===== config.mk =====
export PLATFORM = sky130hd
export DESIGN_NAME = frr_ctrl_flat
export DESIGN_NICKNAME = d
export VERILOG_FILES = /design/src/frr_pkg.sv /design/src/frr_link_if.sv /design/src/frr_ctrl.sv /design/src/flat_wrapper.sv
export SDC_FILE = /design/constraint.sdc
export NUM_CORES = 1
export LEC_CHECK = 0
export BUFFER_PORTS_ARGS = -buffer_cell sky130_fd_sc_hd__buf_4
export CAP_MARGIN = 10
export CORE_MARGIN = 1.5
export CORE_UTILIZATION = 47
export DETAILED_ROUTE_END_ITERATION = 16
export PLACE_DENSITY = 0.82
export SLEW_MARGIN = 5
export SYNTH_ARGS = -nofsm -noshare
export SYNTH_HDL_FRONTEND = slang
export SYNTH_SLANG_ARGS = --single-unit

===== constraint.sdc =====
create_clock -name pclk -period 3.5 [get_ports pclk]
set_input_delay 0.35 -clock pclk [delete_from_list [all_inputs] [get_ports pclk]]
set_output_delay 0.35 -clock pclk [all_outputs]
set_load 0.01 [all_outputs]

===== src/frr_pkg.sv =====
// Shared constants and helpers for fixed-range memory/I/O routing
`default_nettype none
package frr_pkg;
	// Field storage
	localparam int         NFIELD        = 8;
	localparam int         IDX_W         = 3;
	localparam int         FLD_W         = 5;
	localparam int         WRITE_TO_MEMORY_BIT     = 3;
	localparam int         READ_TO_MEMORY_BIT     = 4;
	localparam logic [4:0] FLD_RESET     = 5'h00;
	// System configuration word
	localparam int         CFG_ATTR_BIT  = 18;
	localparam int         CFG_MOD_BIT   = 19;
	localparam logic [31:0] CFG_RESET    = 32'h0000_0000;
	// Memory-type encodings
	localparam logic [2:0] MT_UC         = 3'h0;
	localparam logic [2:0] MT_WC         = 3'h1;
	localparam logic [2:0] MT_WT         = 3'h4;
	localparam logic [2:0] MT_WP         = 3'h5;
	localparam logic [2:0] MT_WB         = 3'h6;
	// Controller register offsets
	localparam logic [11:0] REG_CMD      = 12'h000;
	localparam logic [11:0] REG_STATUS   = 12'h004;
	localparam logic [11:0] REG_DATA     = 12'h008;
	// Command word layout
	localparam int         CMD_IDX_LSB   = 8;
	localparam int         CMD_VAL_LSB   = 16;
	localparam int         CMD_WR_BIT    = 24;
	// Opcodes
	localparam logic [3:0] OP_MOD_ON     = 4'h1;
	localparam logic [3:0] OP_MOD_OFF    = 4'h2;
	localparam logic [3:0] OP_SET_FIELD  = 4'h3;
	localparam logic [3:0] OP_ENABLE     = 4'h4;
	localparam logic [3:0] OP_ACCESS     = 4'h5;
	localparam logic [3:0] OP_READ       = 4'h6;
	localparam logic [3:0] OP_SHADOW_CPY = 4'h7;
	localparam logic [3:0] OP_SHADOW_USE = 4'h8;
	localparam logic [3:0] OP_CHANGE     = 4'h9;
	// Status bits
	localparam int         ST_BUSY       = 0;
	localparam int         ST_REFUSED    = 1;
	localparam int         ST_TO_MEM     = 2;
	localparam int         ST_RESERVED   = 3;
	localparam int         ST_PRESENT    = 4;
	localparam int         ST_MOD_EN     = 5;
	localparam int         ST_ATTR_EN    = 6;

	// Legal pairing of routing bits and memory type
	function automatic logic frr_combo_ok(input logic [4:0] f);
		logic [2:0] t;
		t = f[2:0];
		case (f[READ_TO_MEMORY_BIT:WRITE_TO_MEMORY_BIT])
			2'b00:   frr_combo_ok = (t == MT_UC) || (t == MT_WC) || (t == MT_WT) || (t == MT_WP);
			2'b01:   frr_combo_ok = (t == MT_UC);
			2'b10:   frr_combo_ok = (t == MT_UC) || (t == MT_WP);
			default: frr_combo_ok = (t == MT_UC) || (t == MT_WC) || (t == MT_WT) || (t == MT_WB);
		endcase
	endfunction : frr_combo_ok

	function automatic logic frr_cacheable(input logic [2:0] t);
		frr_cacheable = (t == MT_WB) || (t == MT_WT) || (t == MT_WP);
	endfunction : frr_cacheable
endpackage : frr_pkg
`default_nettype wire


===== src/frr_link_if.sv =====
// Link between the routing controller and the routing unit
`default_nettype none
interface frr_link_if
	import frr_pkg::*;
();
	logic              cfg_wr;
	logic [31:0]       cfg_wdata;
	logic [31:0]       cfg_rdata;
	logic              fld_wr;
	logic              fld_rd;
	logic [IDX_W-1:0]  fld_idx;
	logic [FLD_W-1:0]  fld_wdata;
	logic              fld_rvalid;
	logic [FLD_W-1:0]  fld_rdata;
	logic              acc_valid;
	logic [IDX_W-1:0]  acc_idx;
	logic              acc_write;
	logic              rsp_valid;
	logic              rsp_to_mem;
	logic [2:0]        rsp_type;
	logic              rsp_reserved;

	modport dev (
		input  cfg_wr, cfg_wdata, fld_wr, fld_rd, fld_idx, fld_wdata,
		input  acc_valid, acc_idx, acc_write,
		output cfg_rdata, fld_rvalid, fld_rdata,
		output rsp_valid, rsp_to_mem, rsp_type, rsp_reserved
	);
	modport host (
		output cfg_wr, cfg_wdata, fld_wr, fld_rd, fld_idx, fld_wdata,
		output acc_valid, acc_idx, acc_write,
		input  cfg_rdata, fld_rvalid, fld_rdata,
		input  rsp_valid, rsp_to_mem, rsp_type, rsp_reserved
	);
endinterface : frr_link_if
`default_nettype wire


===== src/frr_ctrl.sv =====
// Routing controller: APB command registers driving the routing unit
`default_nettype none
module frr_ctrl
	import frr_pkg::*;
(
	// Clock and reset
	input  wire logic        pclk,
	input  wire logic        presetn,
	// APB slave
	input  wire logic        psel,
	input  wire logic        penable,
	input  wire logic        pwrite,
	input  wire logic [31:0] paddr,
	input  wire logic [31:0] pwdata,
	output logic [31:0]      prdata,
	output logic             pready,
	output logic             pslverr,
	// Page mapping maintenance
	output logic             page_present,
	output logic             tlb_flush_req,
	input  wire logic        tlb_flush_ack,
	output logic             cache_flush_req,
	input  wire logic        cache_flush_ack,
	// Link to the routing unit
	frr_link_if.host         lnk
);

	typedef enum logic [2:0] {S_IDLE, S_ACC, S_RD, S_TLB, S_CACHE, S_MAP} frr_state_t;

	frr_state_t       state_reg;
	logic             mod_reg, attr_reg, refused_reg, to_mem_reg, res_reg;
	logic [NFIELD-1:0] init_reg;
	logic [FLD_W-1:0] mirror_reg [NFIELD];
	logic [FLD_W-1:0] data_reg, val_reg;
	logic [IDX_W-1:0] idx_reg;
	logic             cfg_wr_reg, fld_wr_reg, fld_rd_reg, acc_reg, accw_reg;
	logic [31:0]      cfg_data_reg;
	logic [3:0]       op;
	logic [IDX_W-1:0] c_idx;
	logic [FLD_W-1:0] c_val, chg_val;
	logic             wr_en, cmd_wr, refuse, busy;

	assign op     = pwdata[3:0];
	assign c_idx  = pwdata[CMD_IDX_LSB +: IDX_W];
	assign c_val  = pwdata[CMD_VAL_LSB +: FLD_W];
	assign busy   = (state_reg != S_IDLE) || cfg_wr_reg || fld_wr_reg;
	assign wr_en  = psel && penable && pwrite;
	assign cmd_wr = wr_en && (paddr[11:0] == REG_CMD) && !busy;
	assign pready = 1'b1;
	assign chg_val = {mirror_reg[c_idx][READ_TO_MEMORY_BIT:WRITE_TO_MEMORY_BIT], c_val[2:0]};

	always_comb begin
		case (op)
			OP_SET_FIELD:  refuse = !mod_reg || !frr_combo_ok(c_val);
			OP_ENABLE:     refuse = !mod_reg || !(&init_reg);
			OP_SHADOW_CPY: refuse = !mod_reg;
			OP_SHADOW_USE: refuse = !mod_reg;
			OP_CHANGE:     refuse = !frr_combo_ok(chg_val);
			default:       refuse = 1'b0;
		endcase
	end

	always_comb begin
		prdata  = 32'h0000_0000;
		pslverr = 1'b0;
		case (paddr[11:0])
			REG_CMD:    pslverr = psel && penable && pwrite && busy;
			REG_STATUS: prdata  = 32'({attr_reg, mod_reg, page_present, res_reg,
				to_mem_reg, refused_reg, busy});
			REG_DATA:   prdata  = 32'(data_reg);
			default:    pslverr = psel && penable;
		endcase
	end

	// Command sequencer
	always_ff @(posedge pclk or negedge presetn) begin
		if (!presetn) begin
			state_reg <= S_IDLE;
			{mod_reg, attr_reg, refused_reg, cfg_wr_reg, fld_wr_reg} <= 5'h00;
			{fld_rd_reg, acc_reg, accw_reg, to_mem_reg, res_reg} <= 5'h00;
			{page_present, tlb_flush_req, cache_flush_req} <= 3'h4;
			init_reg     <= '0;
			idx_reg      <= '0;
			val_reg      <= FLD_RESET;
			data_reg     <= FLD_RESET;
			cfg_data_reg <= CFG_RESET;
			for (int i = 0; i < NFIELD; i++) begin
				mirror_reg[i] <= FLD_RESET;
			end
		end else begin
			{cfg_wr_reg, fld_wr_reg, fld_rd_reg, acc_reg} <= 4'h0;
			if (fld_wr_reg) begin
				mirror_reg[idx_reg] <= val_reg;
				init_reg[idx_reg]   <= 1'b1;
			end
			case (state_reg)
				S_IDLE: if (cmd_wr) begin
					refused_reg <= refuse;
					idx_reg     <= c_idx;
					if (!refuse) begin
						case (op)
							OP_MOD_ON: begin
								mod_reg      <= 1'b1;
								init_reg     <= '0;
								cfg_wr_reg   <= 1'b1;
								cfg_data_reg <= (CFG_RESET | (32'h1 << CFG_MOD_BIT))
									| (32'(attr_reg) << CFG_ATTR_BIT);
							end
							OP_MOD_OFF: begin
								mod_reg      <= 1'b0;
								cfg_wr_reg   <= 1'b1;
								cfg_data_reg <= CFG_RESET | (32'(attr_reg) << CFG_ATTR_BIT);
							end
							OP_ENABLE: begin
								attr_reg     <= 1'b1;
								cfg_wr_reg   <= 1'b1;
								cfg_data_reg <= CFG_RESET | (32'h1 << CFG_MOD_BIT)
									| (32'h1 << CFG_ATTR_BIT);
							end
							OP_SET_FIELD: begin
								fld_wr_reg <= 1'b1;
								val_reg    <= c_val;
							end
							OP_SHADOW_CPY: begin
								fld_wr_reg <= 1'b1;
								val_reg    <= {2'b01, MT_UC};
							end
							OP_SHADOW_USE: begin
								fld_wr_reg <= 1'b1;
								val_reg    <= {2'b10, MT_UC};
							end
							OP_ACCESS: begin
								acc_reg   <= 1'b1;
								accw_reg  <= pwdata[CMD_WR_BIT];
								state_reg <= S_ACC;
							end
							OP_READ: begin
								fld_rd_reg <= 1'b1;
								state_reg  <= S_RD;
							end
							OP_CHANGE: begin
								val_reg       <= chg_val;
								page_present  <= 1'b0;
								tlb_flush_req <= 1'b1;
								state_reg     <= S_TLB;
							end
							default: refused_reg <= 1'b1;
						endcase
					end
				end
				S_ACC: if (lnk.rsp_valid) begin
					to_mem_reg <= lnk.rsp_to_mem;
					res_reg    <= lnk.rsp_reserved;
					data_reg   <= {2'b00, lnk.rsp_type};
					state_reg  <= S_IDLE;
				end
				S_RD: if (lnk.fld_rvalid) begin
					data_reg  <= lnk.fld_rdata;
					state_reg <= S_IDLE;
				end
				S_TLB: if (tlb_flush_ack) begin
					tlb_flush_req <= 1'b0;
					// Leaving a cacheable class needs a cache flush, only after the TLBs
					if (frr_cacheable(mirror_reg[idx_reg][2:0])
						&& !frr_cacheable(val_reg[2:0])) begin
						cache_flush_req <= 1'b1;
						state_reg       <= S_CACHE;
					end else begin
						state_reg <= S_MAP;
					end
				end
				S_CACHE: if (cache_flush_ack) begin
					cache_flush_req <= 1'b0;
					state_reg       <= S_MAP;
				end
				S_MAP: begin
					fld_wr_reg   <= 1'b1;
					page_present <= 1'b1;
					state_reg    <= S_IDLE;
				end
				default: state_reg <= S_IDLE;
			endcase
		end
	end

	assign lnk.cfg_wr    = cfg_wr_reg;
	assign lnk.cfg_wdata = cfg_data_reg;
	assign lnk.fld_wr    = fld_wr_reg;
	assign lnk.fld_rd    = fld_rd_reg;
	assign lnk.fld_idx   = idx_reg;
	assign lnk.fld_wdata = val_reg;
	assign lnk.acc_valid = acc_reg;
	assign lnk.acc_idx   = idx_reg;
	assign lnk.acc_write = accw_reg;

endmodule : frr_ctrl
`default_nettype wire


===== src/flat_wrapper.sv =====
// flat-port wrapper written by rule: the top's interface ports become plain ports
module frr_ctrl_flat import frr_pkg::*;
  (pclk, presetn, psel, penable, pwrite, paddr, pwdata, prdata, pready, pslverr, page_present, tlb_flush_req, tlb_flush_ack, cache_flush_req, cache_flush_ack, lnk_cfg_wr, lnk_cfg_wdata, lnk_fld_wr, lnk_fld_rd, lnk_fld_idx, lnk_fld_wdata, lnk_acc_valid, lnk_acc_idx, lnk_acc_write, lnk_cfg_rdata, lnk_fld_rvalid, lnk_fld_rdata, lnk_rsp_valid, lnk_rsp_to_mem, lnk_rsp_type, lnk_rsp_reserved);
  frr_link_if lnk_i ();
  input  wire logic pclk;
  input  wire logic presetn;
  input  wire logic psel;
  input  wire logic penable;
  input  wire logic pwrite;
  input  wire logic [31:0] paddr;
  input  wire logic [31:0] pwdata;
  output logic [31:0] prdata;
  output logic pready;
  output logic pslverr;
  output logic page_present;
  output logic tlb_flush_req;
  input  wire logic tlb_flush_ack;
  output logic cache_flush_req;
  input  wire logic cache_flush_ack;
  output wire logic [$bits(lnk_i.cfg_wr)-1:0] lnk_cfg_wr;
  output wire logic [$bits(lnk_i.cfg_wdata)-1:0] lnk_cfg_wdata;
  output wire logic [$bits(lnk_i.fld_wr)-1:0] lnk_fld_wr;
  output wire logic [$bits(lnk_i.fld_rd)-1:0] lnk_fld_rd;
  output wire logic [$bits(lnk_i.fld_idx)-1:0] lnk_fld_idx;
  output wire logic [$bits(lnk_i.fld_wdata)-1:0] lnk_fld_wdata;
  output wire logic [$bits(lnk_i.acc_valid)-1:0] lnk_acc_valid;
  output wire logic [$bits(lnk_i.acc_idx)-1:0] lnk_acc_idx;
  output wire logic [$bits(lnk_i.acc_write)-1:0] lnk_acc_write;
  input wire logic [$bits(lnk_i.cfg_rdata)-1:0] lnk_cfg_rdata;
  input wire logic [$bits(lnk_i.fld_rvalid)-1:0] lnk_fld_rvalid;
  input wire logic [$bits(lnk_i.fld_rdata)-1:0] lnk_fld_rdata;
  input wire logic [$bits(lnk_i.rsp_valid)-1:0] lnk_rsp_valid;
  input wire logic [$bits(lnk_i.rsp_to_mem)-1:0] lnk_rsp_to_mem;
  input wire logic [$bits(lnk_i.rsp_type)-1:0] lnk_rsp_type;
  input wire logic [$bits(lnk_i.rsp_reserved)-1:0] lnk_rsp_reserved;
  assign lnk_cfg_wr = lnk_i.cfg_wr;
  assign lnk_cfg_wdata = lnk_i.cfg_wdata;
  assign lnk_fld_wr = lnk_i.fld_wr;
  assign lnk_fld_rd = lnk_i.fld_rd;
  assign lnk_fld_idx = lnk_i.fld_idx;
  assign lnk_fld_wdata = lnk_i.fld_wdata;
  assign lnk_acc_valid = lnk_i.acc_valid;
  assign lnk_acc_idx = lnk_i.acc_idx;
  assign lnk_acc_write = lnk_i.acc_write;
  assign lnk_i.cfg_rdata = lnk_cfg_rdata;
  assign lnk_i.fld_rvalid = lnk_fld_rvalid;
  assign lnk_i.fld_rdata = lnk_fld_rdata;
  assign lnk_i.rsp_valid = lnk_rsp_valid;
  assign lnk_i.rsp_to_mem = lnk_rsp_to_mem;
  assign lnk_i.rsp_type = lnk_rsp_type;
  assign lnk_i.rsp_reserved = lnk_rsp_reserved;
  frr_ctrl u_core (.pclk(pclk), .presetn(presetn), .psel(psel), .penable(penable), .pwrite(pwrite), .paddr(paddr), .pwdata(pwdata), .prdata(prdata), .pready(pready), .pslverr(pslverr), .page_present(page_present), .tlb_flush_req(tlb_flush_req), .tlb_flush_ack(tlb_flush_ack), .cache_flush_req(cache_flush_req), .cache_flush_ack(cache_flush_ack), .lnk(lnk_i));
endmodule

# [After elaboration in Yosys (flattened, before gate mapping)]
# Cells that the tools add are included.
[totals] in_bits=115 word_cells=202 ff_bits=109 output_inout_bits=85
[classes] n_reduce_logical=58 n_lt_le_gt_ge=5 n_bitwise=4 mux=69 n_eq_ne=39
[op_table] cell="one-hot mux 32 bit (3 select lines)" n=1
[op_table] cell="bitwise mux 40 bit" n=1
[op_table] cell="2-to-1 mux 8 bit" n=5
[op_table] cell="equality test 3 bit, second input constant" n=11
[op_table] cell="2-to-1 mux 1 bit" n=31
[op_table] cell="binary-select mux 5 bit (select 3 bit)" n=2
[op_table] cell="AND reduction 4 bit" n=7
[op_table] cell="2-to-1 mux 5 bit" n=5
[op_table] cell="2-to-1 mux 3 bit" n=8
[op_table] cell="one-hot mux 5 bit (4 select lines)" n=1
[op_table] cell="equality test 4 x 3 -> 1 bit, second input constant" n=4
[op_table] cell="demux 5 bit (select 3 bit)" n=1
[op_table] cell="one-hot mux 3 bit (5 select lines)" n=1
[op_table] cell="one-hot mux 7 bit (2 select lines)" n=1
[op_table] cell="logical OR 1 bit" n=13
[op_table] cell="equality test 12 x 3 -> 1 bit, second input constant" n=1
[op_table] cell="equality test 12 x 4 -> 1 bit, second input constant" n=1
[op_table] cell="logical NOT 12 bit" n=1
[op_table] cell="inequality test 2 bit, second input constant" n=6
[op_table] cell="one-hot mux 1 bit (2 select lines)" n=6
[op_table] cell="one-hot mux 5 bit (2 select lines)" n=1
[op_table] cell="nonzero test 2 bit" n=5
[op_table] cell="one-hot mux 3 bit (3 select lines)" n=1
[op_table] cell="OR reduction 9 bit" n=1
[op_table] cell="other kinds (32)" n=60

# [Longest topological paths before layout]
[logic_depth] ltp_word=12 ltp_mapped=8 depth_no_buf=6

# [Least setup slack after synthesis]
# No wires, ideal clock.
[synth_timing] kind="reg-to-reg" startpoint="register u_core.state_reg[1]" endpoint="register u_core.val_reg[4], in the netlist u_core.lnk.fld_wdata[4]" setup_time_ns=0.128 path_slack_ns=0.917 stages_incl_launch_ff=7 t_arrival_ns=2.455 path_cell_list="dfrtp_1 or3_1 or3_4 nor4_4 nand4_4 a211oi_4 mux2_1"
[synth_between] elab_chain_len=6
[synth_rtl] item="from (decl)" line="frr_ctrl.sv:30" source="frr_state_t state_reg;"
[synth_rtl] item="from (signal assigned)" line="frr_ctrl.sv:78" source="state_reg <= S_IDLE;"
[synth_rtl] item="from (signal assigned)" line="frr_ctrl.sv:135" source="state_reg <= S_ACC;"
[synth_rtl] item="from (signal assigned)" line="frr_ctrl.sv:139" source="state_reg <= S_RD;"
[synth_rtl] item="nonzero test 3 bit" line="frr_ctrl.sv:46" source="assign busy = (state_reg != S_IDLE) || cfg_wr_reg || fld_wr_reg;"
[synth_rtl] item="logical OR 1 bit (2 in a row)" line="frr_ctrl.sv:46"
[synth_rtl] item="logical NOT 1 bit" line="frr_ctrl.sv:48" source="assign cmd_wr = wr_en && (paddr[11:0] == REG_CMD) && !busy;"
[synth_rtl] item="logical AND 1 bit" line="frr_ctrl.sv:48"
[synth_rtl] item="AND reduction 4 bit (no source line) (*)"
[synth_rtl] item="to (signal assigned)" line="frr_ctrl.sv:122" source="val_reg <= c_val;"
[synth_rtl] item="to (signal assigned)" line="frr_ctrl.sv:126" source="val_reg <= {2'b01, MT_UC};"
[synth_rtl] item="to (signal assigned)" line="frr_ctrl.sv:130" source="val_reg <= {2'b10, MT_UC};"
[synth_rtl] item="to (decl)" line="frr_ctrl.sv:34" source="logic [FLD_W-1:0] data_reg, val_reg;"
# Every way passes the cells marked *; elsewhere a longest branch is shown, timed or not.
# A chain may end at the register's enable or synchronous reset.

# [Worst setup path in the final report]
[layout_timing] startpoint="register u_core.state_reg[1]" endpoint="register u_core.val_reg[3], in the netlist u_core.lnk.fld_wdata[3]"
# The elaborated chain is that of the path after synthesis.

==> impl.org <==
** Logic synthesis
- Each instance of the synthesized netlist takes up on average a little over 10 um2.
- The most used flip-flop cell after synthesis is sky130_fd_sc_hd__dfrtp_1.
- The synthesized design contains 79 register bits.
- Cell count after synthesis :: 420
- Share of the yosys chip area belonging to registers :: 45.58%
- During synthesis, Yosys emitted a total of 0 warnings.
- In this run the cell area of the synthesized design comes to 0.004340 mm2.
- The synthesized design contains 0 enable-type register cells.
- After synthesis, the netlist uses 52 different library cells.
- Of all flip-flops after synthesis, the portion carrying an async set or reset was 100.0%.

** Global routing
- First-pass GRT wire length :: 15.28 mm
- Number of antenna violations at the first check in global routing :: 0
- In the global route stage, overall resource usage came out at just under 20%.
- The number of global-route vias before repair is around 3100.
- Maximum number of pins on one net before global-route repair :: 80
- Global routing finished with a remaining overflow of 0.

** Worst setup path
- Crit path launch type :: register
- STA puts the critical path data arrival time at between 3 and 4 ns.
- CP max-delay cell :: sky130_fd_sc_hd__dfrtp_1
- By startpoint and endpoint, the worst setup path is classified as reg -> reg.
- The worst register-to-register path begins at u_core.state_reg[1].
- The critical path goes through or3_1, or3_4, nor4_4, nand4_4, a211oi_4, mux2_1.
- Slack of the worst reg-to-reg path :: 0.67 ns
- Max incr delay on CP :: about 0.5 ns
- Worst endpoint required time :: 3.74 ns
- Worst-path fanout max :: 11
- Worst Reg2Reg Path Length in Cells :: 6
- Crit path buffers/inverters :: 0
- Family with the most delay on the worst path :: simple AND/OR/NAND/NOR gates
- The worst register-to-register path ends at u_core.lnk.fld_wdata[3].
- Critical Path Sink Type :: register

** Detailed routing
- Dividing the detail-routed via count by the number of cells gives 5.544.
- Wire length per cell after detailed routing :: about 16 um
- The first detailed-routing pass ran for 5 iterations.
- Once detail routing completed, the nets flagged for antenna violations numbered 0.
- Via Count :: between 3000 and 4000
- Wire length reported by the detailed router :: about 9.3 mm
- Count of unresolved DRC violations after routing :: 0
- Initial drt markers :: between 300 and 400

** CTS
- Hold repair after CTS inserted 0 buffers.
- The clock passes through at most 2 buffers.
- TritonCTS built the clock tree.
- Total CTS buffers :: 9
- Clock insertion delay at the later pin of the skew report :: 0.36 ns
- The number of gates resized after CTS was 0.
- In this run the post-CTS setup repair buffer count came out at 0.
- In this run the number of H-tree levels came out at 3.
- The cell sitting at the root of the clock tree is a sky130_fd_sc_hd__clkbuf_8.
- Clock-pin slew was measured on the worst setup and hold paths at 0.09 ns.
- For this design, the sink count on the clock tree is 79.

** Timing
- After layout, the minimum clock period comes to 2.833 ns.
- Total negative slack for setup checks :: 0 ns
- For this run, the top clock speed supported by timing is between 300 and 400 MHz.
- The final hold violation count was 0.
- Endpoints failing setup :: 0
- Measured against its own limit, the worst slew margin works out to 25.73%.
- The clock arrives with ~0.011 ns of skew.
- Hold timing on the final database bottoms out at a slack of approximately 0.13 ns.
- After layout, the worst path uses approximately four fifths of the clock period.
- RSZ-0062 raised after global routing :: no
- The number of max-slew violations in the final report was 0.
- Slew at the pin closest to its max-slew limit :: around 1.1 ns

** Cells and area
- With fillers left out, the area of the finished cells amounts to 0.004954 mm2.
- Area delta synth->final :: 14.13%
- The library cell used most frequently in the layout, excluding fill and tap cells, is sky130_fd_sc_hd__dfrtp_1.
- Ratio of cells with drive above 1 in the final layout :: 28.60%
- Number of flip-flops under the largest register name :: 40
- Diodes inserted :: 0
- In the final design database the tool counted 603 nets.
- Leading cell types in the layout, fill and taps excluded :: sky130_fd_sc_hd__dfrtp_1, sky130_fd_sc_hd__buf_4, sky130_fd_sc_hd__conb_1
- Number of cells in the finished layout apart from fillers :: 601

** Hold path
- The min-delay analysis places its worst path in the category in -> async.

** Placement
- The count of buffers added on input and output ports is 72.
- Detailed placement ended at an HPWL of between 6 and 7 mm.
- The congestion estimate from routability-driven global placement came to around 0.91.
- Summing all placed instances gives a cell area of roughly 0.0047 mm2.
- Cells after DPL :: ~590

** Floorplanning
- After floorplanning, the core was divided into 34 placement rows.
- Num ports :: 200
- The floorplan step defined a die boundary enclosing between 0.009 and 0.01 mm2.
- The die is 99.10 um tall.
- The core region is roughly 0.009 mm2.
- Die X-Extent :: between 90 and 100 um
- Initial core utilization :: about half

** Power and ir drop
- Pwr/cell area :: ~400 mW/mm2
- Leakage :: roughly 0.0024 uW
- VDD sags by at most around 0.37 mV.

** Outcome
- Result of the run :: finished, final reports clean

** Flow run
- The tool flagged a number of max-cap violations equal to 0.
-- cells in the mapped netlist, types with 3 or more instances --
master,count,area [um2]
sky130_fd_sc_hd__nand2_1,32,120.1
sky130_fd_sc_hd__dfrtp_1,78,1952
sky130_fd_sc_hd__buf_4,59,442.9
sky130_fd_sc_hd__nor2b_1,4,25.02
sky130_fd_sc_hd__nor4_1,3,18.77
sky130_fd_sc_hd__nor3_1,10,50.05
sky130_fd_sc_hd__nand2b_1,4,25.02
sky130_fd_sc_hd__a22oi_1,7,52.55
sky130_fd_sc_hd__inv_1,16,60.06
sky130_fd_sc_hd__nor2_1,33,123.9
sky130_fd_sc_hd__or4_1,3,22.52
sky130_fd_sc_hd__o21ai_0,25,125.1
sky130_fd_sc_hd__mux4_2,7,157.7
sky130_fd_sc_hd__and3_1,3,18.77
sky130_fd_sc_hd__nor3b_1,3,22.52
sky130_fd_sc_hd__nand3b_1,3,22.52
sky130_fd_sc_hd__mux2i_1,10,100.1
sky130_fd_sc_hd__mux2_2,35,394.1
sky130_fd_sc_hd__nand3_1,8,40.04
sky130_fd_sc_hd__a31oi_1,3,18.77
sky130_fd_sc_hd__nand4b_1,3,26.28
sky130_fd_sc_hd__nand4_1,5,31.28
sky130_fd_sc_hd__a21oi_1,17,85.08
sky130_fd_sc_hd__clkbuf_1,13,48.80
-- cells by family (layout without fill, tap and decap cells) --
group | Yosys count | in the layout | synth area share (%)
buffers and inverters | 88 | 107 | 12.71
AO/OA/AOI/OAI | 73 | 73 | 10.90
multiplexers | 54 | 54 | 15.54
flip-flops | 79 | 79 | 45.58
other | 2 | 56 | 0.1730
XOR/XNOR | 1 | 1 | 0.2018
AND/OR/NAND/NOR | 123 | 123 | 14.90
-- worst max-delay path by stage --
stage                              from                       to  slack [ns]  cells after the start
detailed placement  u_core.state_reg[1]  u_core.lnk.fld_wdata[4]        0.69                      6
finish              u_core.state_reg[1]  u_core.lnk.fld_wdata[3]        0.67                      6
floorplan           u_core.state_reg[1]  u_core.lnk.fld_wdata[4]        0.92                      6
CTS                 u_core.state_reg[1]  u_core.lnk.fld_wdata[3]        0.65                      6
global placement    u_core.state_reg[1]  u_core.lnk.fld_wdata[4]        0.72                      6
global route        u_core.state_reg[1]  u_core.lnk.fld_wdata[3]        0.53                      6
-- metrics by stage --
step | power, uW | setup WS [ns] | util, %
detailed placement | 1254 | 0.6934 | 53.68
global route | 2022 | 0.5262 | 55.98
finish | 1940 | 0.6666 | 55.98
global placement | 1244 | 0.7231 | 53.68
CTS | 1954 | 0.6545 | 55.98
floorplan | 1205 | 0.9172 | -
-- power breakdown --
part	switching, uW	internal, uW
Combinational	142	104
Clock	349	353
Sequential	28.9	963
Total	520	1420
-- final cells by class --
type	count	area, um2
flip-flops and latches	79	1978
multi-input cells	307	2013
repair buffers	75	563.0
well taps	108	135.1
clock inverters	6	66.31
inverters	16	60.06
clock buffers	10	137.6
fillers	724	3895
-- worst register-to-register path: cells and delay by family (launching register included) --
| kind | cells | cell delay, ns |
|---|---|---|
| compound gates | 1 | 0.44 |
| flops | 1 | 0.50 |
| mux | 1 | 0.37 |
| simple gates | 4 | 1.41 |
-- metal layers --
layer | GRT usage [%] | part of all wire, %
met5 | 0 | 0
met3 | 3.022 | 5.4
met2 | 32.10 | 50
met4 | 7.259 | 1.9
met1 | 27.02 | 43
No activity file was read; power rests on OpenSTA's default activity.
